**src/verilog/sbdma_pkg.sv**
```systemverilog
// Purpose : constants and carriers for the system bus dma master
// Assumes : ref_clk_i at 200 MHz samples the system bus clock as a data input
// Notes   : register offsets are byte addresses on an Avalon-MM slave
package sbdma_pkg;
   localparam logic [3:0] CTRL_OFS   = 4'h0;
   localparam logic [3:0] ADDR_OFS   = 4'h4;
   localparam logic [3:0] DATA_OFS   = 4'h8;
   localparam logic [3:0] STAT_OFS   = 4'hc;
   localparam int CTRL_GO_BIT        = 0;
   localparam int CTRL_WRITE_BIT     = 1;
   localparam int CTRL_MODE_BIT      = 2;
   localparam int CTRL_WIDE_BIT      = 3;
   localparam int CTRL_BURST_BIT     = 4;
   localparam int CTRL_BYTE_BIT      = 5;
   localparam int CTRL_CNT_LSB       = 16;
   localparam int STAT_BUSY_BIT      = 0;
   localparam int STAT_ERR_BIT       = 1;
   localparam int STAT_DONE_BIT      = 2;
   localparam logic [31:0] CTRL_RST  = 32'h0000_0000;

   typedef enum logic [3:0] {
      SB_IDLE = 4'h0, SB_REQ = 4'h1, SB_OWN = 4'h2, SB_TXW = 4'h3,
      SB_TX = 4'h4, SB_T1 = 4'h5, SB_T2 = 4'h6, SB_T3 = 4'h7,
      SB_T4 = 4'h8, SB_REL = 4'h9, SB_GAP = 4'ha
   } sbdma_state_t;

   typedef struct packed {
      logic        write;
      logic        strobe_pair;
      logic        wide;
      logic        burst;
      logic        byte_only;
      logic [15:0] count;
   } sbdma_cfg_t;

   typedef struct packed {
      logic [15:0] ad_o;
      logic [15:0] ad_oe;
      logic [1:0]  par_o;
      logic [1:0]  par_oe;
   } sbdma_lane_t;
endpackage
```
**src/verilog/sbdma_master.sv**
```systemverilog
// Purpose : dma bus master on a multiplexed 16-bit address/data system bus
// Assumes : system bus clock is much slower than ref_clk_i and is sampled
// Notes   : both personalities share one cycle sequencer; reads capture data on T3 end
`timescale 1ns/1ps
module sbdma_master (
   input  wire logic                 ref_clk_i,
   input  wire logic                 rst_n_i,
   input  wire logic [3:0]           avs_address_i,
   input  wire logic                 avs_read_i,
   input  wire logic                 avs_write_i,
   input  wire logic [31:0]          avs_writedata_i,
   output logic [31:0]               avs_readdata_o,
   output logic                      avs_waitrequest_o,
   input  wire logic                 system_bus_clock_i,
   input  wire logic                 slave_ready_n_i,
   input  wire logic                 bus_grant_n_i,
   input  wire logic                 bus_busy_in_n_i,
   input  wire logic                 bus_release_n_i,
   input  wire logic                 bus_error_n_i,
   input  wire logic                 transfer_ack_n_i,
   input  wire logic                 addr_strobe_n_i,
   input  wire logic                 upper_data_strobe_n_i,
   input  wire logic                 lower_data_strobe_n_i,
   input  wire logic [15:0]          muxed_addr_data_bus_i,
   output sbdma_pkg::sbdma_lane_t    lane_o,
   output logic                      write_strobe_n_o,
   output logic                      read_strobe_n_o,
   output logic                      byte_high_enable_n_o,
   output logic                      addr_latch_enable_o,
   output logic                      ext_addr_latch_o,
   output logic                      addr_strobe_n_o,
   output logic                      read_not_write_o,
   output logic                      upper_data_strobe_n_o,
   output logic                      lower_data_strobe_n_o,
   output logic                      ctl_oe_o,
   output logic                      buffer_enable_n_o,
   output logic                      buffer_direction_o,
   output logic                      bus_owned_n_o,
   output logic                      bus_request_n_o
);
   import sbdma_pkg::*;

   // ------------------------------------------------------------
   // input synchronisers
   // ------------------------------------------------------------
   localparam int NSYNC = 10;
   logic [NSYNC-1:0] raw_in;
   logic [NSYNC-1:0] s1_r;
   logic [NSYNC-1:0] s2_r;
   logic [15:0]      ad1_r;
   logic [15:0]      ad2_r;
   logic             clk_d_r;
   assign raw_in = {system_bus_clock_i, slave_ready_n_i, bus_grant_n_i, bus_busy_in_n_i,
                    bus_release_n_i, bus_error_n_i, transfer_ack_n_i, addr_strobe_n_i,
                    upper_data_strobe_n_i, lower_data_strobe_n_i};
   always_ff @(posedge ref_clk_i) begin
      if (!rst_n_i) begin
         s1_r <= '1;
         s2_r <= '1;
         ad1_r <= 16'h0000;
         ad2_r <= 16'h0000;
         clk_d_r <= 1'b1;
      end else begin
         s1_r <= raw_in;
         s2_r <= s1_r;
         ad1_r <= muxed_addr_data_bus_i;
         ad2_r <= ad1_r;
         clk_d_r <= s2_r[NSYNC-1];
      end
   end
   logic bclk_s, rdy_n_s, gnt_n_s, bsy_n_s, rls_n_s, err_n_s, dtack_n_s;
   logic as_n_s, uds_n_s, lds_n_s;
   assign {bclk_s, rdy_n_s, gnt_n_s, bsy_n_s, rls_n_s, err_n_s, dtack_n_s,
           as_n_s, uds_n_s, lds_n_s} = s2_r;
   logic rise, fall;
   assign rise = bclk_s & ~clk_d_r;
   assign fall = ~bclk_s & clk_d_r;

   // ------------------------------------------------------------
   // registers
   // ------------------------------------------------------------
   sbdma_cfg_t   cfg_r;
   logic [23:0]  addr_r;
   logic [15:0]  wdata_r;
   logic [15:0]  rdata_r;
   logic [15:0]  left_r;
   logic         busy_r, err_r, done_r, xal_due_r;
   sbdma_state_t st_r;
   logic         first_r, steal_r;

   function automatic logic [15:0] lane_swap(input logic [15:0] v);
      logic [15:0] o;
      o = '0;
      for (int i = 0; i < 16; i++) begin
         o[15-i] = v[i];
      end
      return o;
   endfunction

   function automatic logic [1:0] odd_par(input logic [15:0] v);
      return {~^v[15:8], ~^v[7:0]};
   endfunction

   logic bus_wr, bus_rd, cfg_hit, rd_ready_r;
   assign bus_wr = avs_write_i & ~avs_waitrequest_o;
   // a read waits one cycle so that the registered readdata stands at the accepting edge
   assign bus_rd = avs_read_i & ~rd_ready_r;
   assign avs_waitrequest_o = bus_rd;
   assign cfg_hit = bus_wr && (avs_address_i == CTRL_OFS);

   always_ff @(posedge ref_clk_i) begin
      if (!rst_n_i) begin
         cfg_r <= sbdma_cfg_t'(CTRL_RST[20:0]);
         addr_r <= 24'h000000;
         wdata_r <= 16'h0000;
      end else begin
         if (cfg_hit && !busy_r) begin
            cfg_r.write       <= avs_writedata_i[CTRL_WRITE_BIT];
            cfg_r.strobe_pair <= avs_writedata_i[CTRL_MODE_BIT];
            cfg_r.wide        <= avs_writedata_i[CTRL_WIDE_BIT];
            cfg_r.burst       <= avs_writedata_i[CTRL_BURST_BIT];
            cfg_r.byte_only   <= avs_writedata_i[CTRL_BYTE_BIT];
            cfg_r.count       <= avs_writedata_i[CTRL_CNT_LSB +: 16];
         end
         if (bus_wr && avs_address_i == ADDR_OFS && !busy_r) begin
            addr_r <= avs_writedata_i[23:0];
         end else if (st_r == SB_T4 && fall) begin
            addr_r <= addr_r + ((cfg_r.wide && !cfg_r.byte_only) ? 24'h2 : 24'h1);
         end
         if (bus_wr && avs_address_i == DATA_OFS) begin
            wdata_r <= avs_writedata_i[15:0];
         end
      end
   end

   always_ff @(posedge ref_clk_i) begin
      if (!rst_n_i) begin
         rd_ready_r <= 1'b0;
      end else begin
         rd_ready_r <= avs_read_i & ~rd_ready_r;
      end
   end

   always_ff @(posedge ref_clk_i) begin
      if (!rst_n_i) begin
         avs_readdata_o <= 32'h0000_0000;
      end else if (bus_rd) begin
         if (avs_address_i == CTRL_OFS) begin
            avs_readdata_o <= {cfg_r.count, 10'h000, cfg_r.byte_only, cfg_r.burst,
                               cfg_r.wide, cfg_r.strobe_pair, cfg_r.write, 1'b0};
         end else if (avs_address_i == ADDR_OFS) begin
            avs_readdata_o <= {8'h00, addr_r};
         end else if (avs_address_i == DATA_OFS) begin
            avs_readdata_o <= {16'h0000, rdata_r};
         end else if (avs_address_i == STAT_OFS) begin
            avs_readdata_o <= {left_r, 13'h0000, done_r, err_r, busy_r};
         end else begin
            avs_readdata_o <= 32'h0000_0000;
         end
      end
   end

   // ------------------------------------------------------------
   // cycle sequencer, stepped on bus clock edges
   // ------------------------------------------------------------
   logic own_ok;
   logic [1:0] edge_cnt_r;
   assign own_ok = ~bus_request_n_o & ~gnt_n_s & bsy_n_s & err_n_s &
                   (~cfg_r.strobe_pair | (as_n_s & uds_n_s & lds_n_s & dtack_n_s));
   logic last_xfer;
   assign last_xfer = (left_r == 16'h0001);

   always_ff @(posedge ref_clk_i) begin
      if (!rst_n_i) begin
         st_r <= SB_IDLE;
         busy_r <= 1'b0;
         err_r <= 1'b0;
         done_r <= 1'b0;
         left_r <= 16'h0000;
         edge_cnt_r <= 2'h0;
         first_r <= 1'b0;
         steal_r <= 1'b0;
         xal_due_r <= 1'b0;
         rdata_r <= 16'h0000;
      end else begin
         if (cfg_hit && avs_writedata_i[CTRL_GO_BIT] && !busy_r) begin
            busy_r <= 1'b1;
            err_r <= 1'b0;
            done_r <= 1'b0;
            left_r <= avs_writedata_i[CTRL_CNT_LSB +: 16];
            steal_r <= ~avs_writedata_i[CTRL_BURST_BIT];
            first_r <= 1'b1;
            st_r <= SB_REQ;
            edge_cnt_r <= 2'h0;
         end
         case (st_r)
            SB_REQ: begin
               // grant high on a fall (strobe pair only; any fall otherwise), request on the second rise
               if (fall && (gnt_n_s || !cfg_r.strobe_pair) && edge_cnt_r == 2'h0) begin
                  edge_cnt_r <= 2'h1;
               end else if (rise && edge_cnt_r != 2'h0) begin
                  if (edge_cnt_r == 2'h2) begin
                     st_r <= SB_OWN;
                     edge_cnt_r <= 2'h0;
                  end else begin
                     edge_cnt_r <= 2'h2;
                  end
               end
            end
            SB_OWN: begin
               if (fall && own_ok) begin
                  st_r <= SB_TXW;
               end
            end
            SB_TXW: begin
               if (fall) begin
                  st_r <= SB_TX;
                  xal_due_r <= first_r | steal_r | xal_due_r;
               end
            end
            SB_TX: if (fall) st_r <= SB_T1;
            SB_T1: if (fall) st_r <= SB_T2;
            SB_T2: if (fall) st_r <= SB_T3;
            SB_T3: begin
               if (fall && rdy_n_s == 1'b0) begin
                  st_r <= SB_T4;
                  if (!cfg_r.write) begin
                     rdata_r <= lane_swap(ad2_r);
                  end
               end
            end
            SB_T4: begin
               if (fall) begin
                  first_r <= 1'b0;
                  xal_due_r <= (addr_r[7:0] == 8'hff) ||
                               (addr_r[7:0] == 8'hfe && cfg_r.wide && !cfg_r.byte_only);
                  left_r <= left_r - 16'h0001;
                  if (last_xfer || steal_r || (!rls_n_s && cfg_r.burst)) begin
                     st_r <= SB_REL;
                  end else begin
                     st_r <= SB_TX;
                  end
               end
            end
            SB_REL: begin
               if (rise) begin
                  if (left_r == 16'h0000) begin
                     st_r <= SB_IDLE;
                     busy_r <= 1'b0;
                     done_r <= 1'b1;
                  end else begin
                     st_r <= SB_GAP;
                  end
               end
            end
            SB_GAP: if (rise) st_r <= SB_REQ;
            default: ;
         endcase
         if (!err_n_s && st_r inside {SB_TX, SB_T1, SB_T2, SB_T3, SB_T4}) begin
            st_r <= SB_IDLE;
            busy_r <= 1'b0;
            err_r <= 1'b1;
         end
      end
   end

   // ------------------------------------------------------------
   // pin drive, registered
   // ------------------------------------------------------------
   logic in_cyc, word, hi_used, lo_used, odd;
   assign in_cyc = st_r inside {SB_TX, SB_T1, SB_T2, SB_T3, SB_T4};
   assign word = cfg_r.wide && !cfg_r.byte_only;
   assign odd = addr_r[0];
   assign hi_used = cfg_r.wide && (word || !odd);
   assign lo_used = !cfg_r.wide || word || odd;
   logic [15:0] wd_lanes;
   assign wd_lanes = word ? wdata_r : {wdata_r[7:0], wdata_r[7:0]};

   always_ff @(posedge ref_clk_i) begin
      if (!rst_n_i) begin
         lane_o <= '0;
         write_strobe_n_o <= 1'b1;
         read_strobe_n_o <= 1'b1;
         byte_high_enable_n_o <= 1'b1;
         addr_latch_enable_o <= 1'b0;
         ext_addr_latch_o <= 1'b0;
         addr_strobe_n_o <= 1'b1;
         read_not_write_o <= 1'b1;
         upper_data_strobe_n_o <= 1'b1;
         lower_data_strobe_n_o <= 1'b1;
         ctl_oe_o <= 1'b0;
         buffer_enable_n_o <= 1'b1;
         buffer_direction_o <= 1'b1;
         bus_owned_n_o <= 1'b1;
         bus_request_n_o <= 1'b1;
      end else begin
         bus_request_n_o <= !(st_r inside {SB_OWN, SB_TXW} || in_cyc ||
                              (st_r == SB_REQ && edge_cnt_r == 2'h2 && rise));
         bus_owned_n_o <= !(st_r == SB_TXW || in_cyc);
         ctl_oe_o <= (st_r == SB_TXW || in_cyc);
         addr_latch_enable_o <= (st_r == SB_TX);
         ext_addr_latch_o <= (st_r == SB_TX) && xal_due_r;
         buffer_direction_o <= !(in_cyc && !cfg_r.write);
         buffer_enable_n_o <= !(st_r inside {SB_T1, SB_T2, SB_T3});
         byte_high_enable_n_o <= !(in_cyc && hi_used && !cfg_r.strobe_pair);
         if (st_r == SB_TX) begin
            lane_o.ad_o <= {addr_r[15:8], addr_r[23:16]};
            lane_o.ad_oe <= 16'hffff;
            lane_o.par_o <= odd_par({addr_r[15:8], addr_r[23:16]});
            lane_o.par_oe <= 2'b11;
         end else if (in_cyc && cfg_r.write) begin
            lane_o.ad_o <= wd_lanes;
            lane_o.ad_oe <= {{8{hi_used}}, {8{lo_used}}};
            lane_o.par_o <= odd_par(wd_lanes);
            lane_o.par_oe <= {hi_used, lo_used};
         end else begin
            lane_o <= '0;
         end
         // strobe-pair personality
         if (cfg_r.strobe_pair) begin
            addr_strobe_n_o <= !(st_r inside {SB_T1, SB_T2, SB_T3});
            read_not_write_o <= !(in_cyc && cfg_r.write);
            upper_data_strobe_n_o <= !(st_r inside {SB_T2, SB_T3} && hi_used);
            lower_data_strobe_n_o <= !(st_r inside {SB_T2, SB_T3} && lo_used);
            write_strobe_n_o <= 1'b1;
            read_strobe_n_o <= 1'b1;
         end else begin
            // strobe spans T2 and T3, two bus clocks without waits
            write_strobe_n_o <= !(cfg_r.write && st_r inside {SB_T2, SB_T3});
            read_strobe_n_o <= !(!cfg_r.write && st_r inside {SB_T2, SB_T3});
            addr_strobe_n_o <= 1'b1;
            read_not_write_o <= 1'b1;
            upper_data_strobe_n_o <= 1'b1;
            lower_data_strobe_n_o <= 1'b1;
         end
      end
   end
endmodule

```
**config.mk**
```make
export PLATFORM = sky130hd
export DESIGN_NAME = sbdma_master
export DESIGN_NICKNAME = d
export VERILOG_FILES = /design/src/verilog/sbdma_pkg.sv /design/src/verilog/sbdma_master.sv
export SDC_FILE = /design/constraint.sdc
export NUM_CORES = 1
export LEC_CHECK = 0
export BUFFER_PORTS_ARGS = -buffer_cell sky130_fd_sc_hd__buf_4
export CORE_MARGIN = 1.5
export CORE_UTILIZATION = 50
export DETAILED_ROUTE_END_ITERATION = 10
export PLACE_DENSITY_LB_ADDON = 0.12
export SLEW_MARGIN = 10
export SYNTH_ARGS = -nofsm -noshare
export SYNTH_HDL_FRONTEND = slang
export SYNTH_SLANG_ARGS = --single-unit
```
**constraint.sdc**
```tcl
create_clock -name ref_clk_i -period 3 [get_ports ref_clk_i]
set_clock_uncertainty 0.05 [all_clocks]
set_input_delay 0.15 -clock ref_clk_i [delete_from_list [all_inputs] [get_ports ref_clk_i]]
set_output_delay 0.15 -clock ref_clk_i [all_outputs]
set_load 0.01 [all_outputs]
```
==> summary.md <==
The flow ran to the end, and the final reports show no timing, DRC or antenna violations. For this run, the register share of the synthesized area comes to 46.8%. Clock tree synthesis inserted a total of 24 buffers. For the I/O pin count, the log shows 149.

The clock net in this run drives a total of 225 sinks. For the largest voltage drop on the vdd net, the log shows 0.433 mV. Based on the critical path, the design can be clocked at up to 407 MHz. In the final layout, the share of cells above drive strength 1 is 17.7%. Leaving out filler cells and counting taps, the final layout contains 1,507. The net count after synthesis is 1,147, and the total via count in the routed design is 8,134. Most common cell after layout, fill and taps aside: dfxtp_1. Summed over all failing endpoints, the final setup total negative slack is 0 ns. After detailed routing, the total wire length is 25,800 microns. Setup repair after global routing left no endpoint under its margin. The tools report the via count of the first global-routing pass as 7,515. The largest total area in the synthesized netlist belongs to dfxtp_1. The number of buffers on the longest clock path is 3, and the proportion of register bits with asynchronous set or reset after synthesis is 0%. From synthesis to final layout, the design area changed by 27.0%.

The transition time of the tightest slew-check pin is 0.918 ns, and the wire length of the first global-routing pass is 40,300 microns. The post-synthesis instance total is 1,068. The largest net degree at the start of global routing was 94; the total of endpoints with negative setup slack in the final report was 0. The number of vias per cell was 5.40; the average cell area after synthesis was 9.02 sq um.

The final total power is 6.65 mW. The summed instance area of the synthesized netlist was 9630 sq um; the net count of the finished layout was 1,309. The pre-antenna-repair detailed-routing pass consisted of 5 iterations.

The relative slew slack came out at 38.6%. Clock latency on the worst-skew pair, taken at its later pin, is 0.52 ns. The final number of max-transition violations is 0, and the total power per unit cell area is 544 nW/um^2. The number of buffer cells added on primary ports works out to 148.

TritonCTS built the clock tree. Once placement completed, the tool counted placed cells totaling 1,405. The synthesized design contains 225 register bits. The least setup slack across all paths after layout is 0.546 ns. Across every metal layer, demand over resource in global routing totals 25.3%. The placed wire-length estimate after detailed placement was 17,500 microns.

The number of antenna violations at the first check in global routing was 0. Worst hold-check path type: input pin to flip-flop. Counting flops with a built-in enable in the synthesized netlist gives 0. For the worst setup path, the data arrival time is 2.84 ns. After routing the design area is 12,200 sq um. The Yosys step of the flow raised 0 warnings. Most used flip-flop cell after synthesis: dfxtp_1.

The cell sitting at the root of the clock tree is a clkbuf_16. For this configuration, the core starts out at a cell density of 51.2%. Counting distinct cell types in the post-synthesis netlist gives 66. Dividing the detail-routed wire length by the instance count gives 17.1 microns. Hold timing on the final database bottoms out at a slack of 0.00862 ns. At the end of routability-driven placement, the weighted congestion stood at 0.889. In the layout the commonest cells are 225 x dfxtp_1, 164 x buf_4, 144 x nand2_1. The die is 142 microns wide.

The maximum level of the CTS H-tree came out at 1. The total overflow left after global routing is 0. The floorplan step set the die height to 142 microns.

The top cell type by area accounts for 46.8% of the synthesized area. The sort of element at the start of the critical path is a flip-flop. The biggest fanout along the worst timing path is 19.

In this run the standard cell core region covers 18,800 sq um. The type of the worst setup path was flip-flop to flip-flop. For this design the static power due to leakage is 4.76 nW. The remaining antenna violation count after routing was 0; the setup slack at placement was 0.568 ns. The logs give 0 for the max-cap check violation count and 0 for the final hold violation count. The type of destination of the critical path was a flip-flop. In this run the core area contains 50 standard-cell rows. The logs give 20,100 sq um for the floorplan die area and 3.38 ns for the required arrival time at the worst endpoint. Number of remaining DRC errors: 0. In the post-synthesis netlist, the biggest area contributors are dfxtp_1 47%, nand2_1 5.6%, mux2i_1 3.6%. The final critical delay including setup and external delays came out at 2.45 ns. In this run, the number of DRC markers left after iteration 0 of detailed routing was 556. The number of inserted diodes is 0.

At the end of the flow the core is filled with cells to 64.9%. After detailed placement, the total cell area comes to 10,800 sq um. The final critical-path share of the clock period was 81.8%. Clock-pin slew was measured on the worst setup and hold paths at 0.06 ns.
[logic make-up (layout without fill, tap and decap cells)]
kind of cell    after synthesis  after routing  share of synthesized area [%]
compound gates              231            231                           16.3
xor+xnor                     44             44                           4.00
fa+ha+maj                    13             13                           1.77
buf+inv                      98            277                           4.60
flops                       225            225                           46.8
mux                          39             39                           4.10
simple gates                418            418                           22.4
[synthesized netlist by cell type, types with 10 or more instances]
cell,number
a21boi_0,38
a21oi_1,34
a221oi_1,23
a22o_1,13
a22oi_1,15
and2_1,45
buf_4,18
clkbuf_1,61
dfxtp_1,225
ha_1,12
inv_1,10
mux2i_1,35
nand2_1,144
nand2b_1,26
nand3_1,18
nand4_1,11
nor2_1,60
nor2b_1,39
nor3_1,16
nor3b_1,20
o21ai_0,59
xnor2_1,30
xor2_1,14
[what timing repair did]
item,4_1_cts,5_1_grt
resized for setup,0,0
hold endpoints to repair,104,0
setup buffers,0,0
endpoints found under the setup margin,0,0
hold buffers,59,0
[worst max-delay path, cell delays in order (launching register included)]
cell and delay, ns:
dfxtp_1 0.76, nand3b_1 0.13, a2111oi_0 0.70, a22o_1 0.25, a22oi_1 0.08, a211o_1 0.33, o31ai_1 0.06
[path summary, 6_finish.rpt]
| kind | startpoint | endpoint | slack, ns | cells after the start |
|---|---|---|---|---|
| setup / recovery | st_r[1] | st_r[1] | 0.55 | 6 |
| hold / removal | avs_address_i[1] | avs_readdata_o[0] | 0.009 | 4 |
| setup reg to reg | st_r[1] | st_r[1] | 0.55 | 6 |
| hold reg to reg | s1_r[6] | s2_r[6] | 0.36 | 1 |
[final cells by class]
type / count / area, sq um
Multi-Input combinational cell: 745 / 4690
Inverter: 11 / 41.3
Clock buffer: 30 / 653
Sequential cell: 225 / 4500
Fill cell: 1585 / 6600
Timing Repair Buffer: 223 / 1820
Tap cell: 260 / 325
Clock inverter: 13 / 191
[power by group]
group | internal, mW | switching (mW) | total (mW)
sequential | 3.05 | 0.0379 | 3.09
clock | 1.90 | 1.23 | 3.13
combinational | 0.222 | 0.208 | 0.430
total | 5.17 | 1.48 | 6.65
[flip-flops by register name (all words and copies together) (netlist names), 2 cells and up]
name            count
ad1_r              16
ad2_r              16
addr_r             24
avs_readdata_o     32
cfg_r              21
edge_cnt_r          2
lane_o             20
left_r             16
rdata_r            16
s1_r               10
s2_r               10
st_r                4
wdata_r            16
[routing by layer]
metal / share of wire [%] / GRT usage (%) / wire length (microns) / up-vias
met5: 0 / 0 / 0 / -
met4: 2.6 / 7.81 / 678 / 0
met3: 5.9 / 3.58 / 1540 / 43
met2: 45 / 40.2 / 11500 / 277
met1: 47 / 35.9 / 12100 / 3813
li1: - / - / - / 4001
Power figures use the tool's default switching activity.
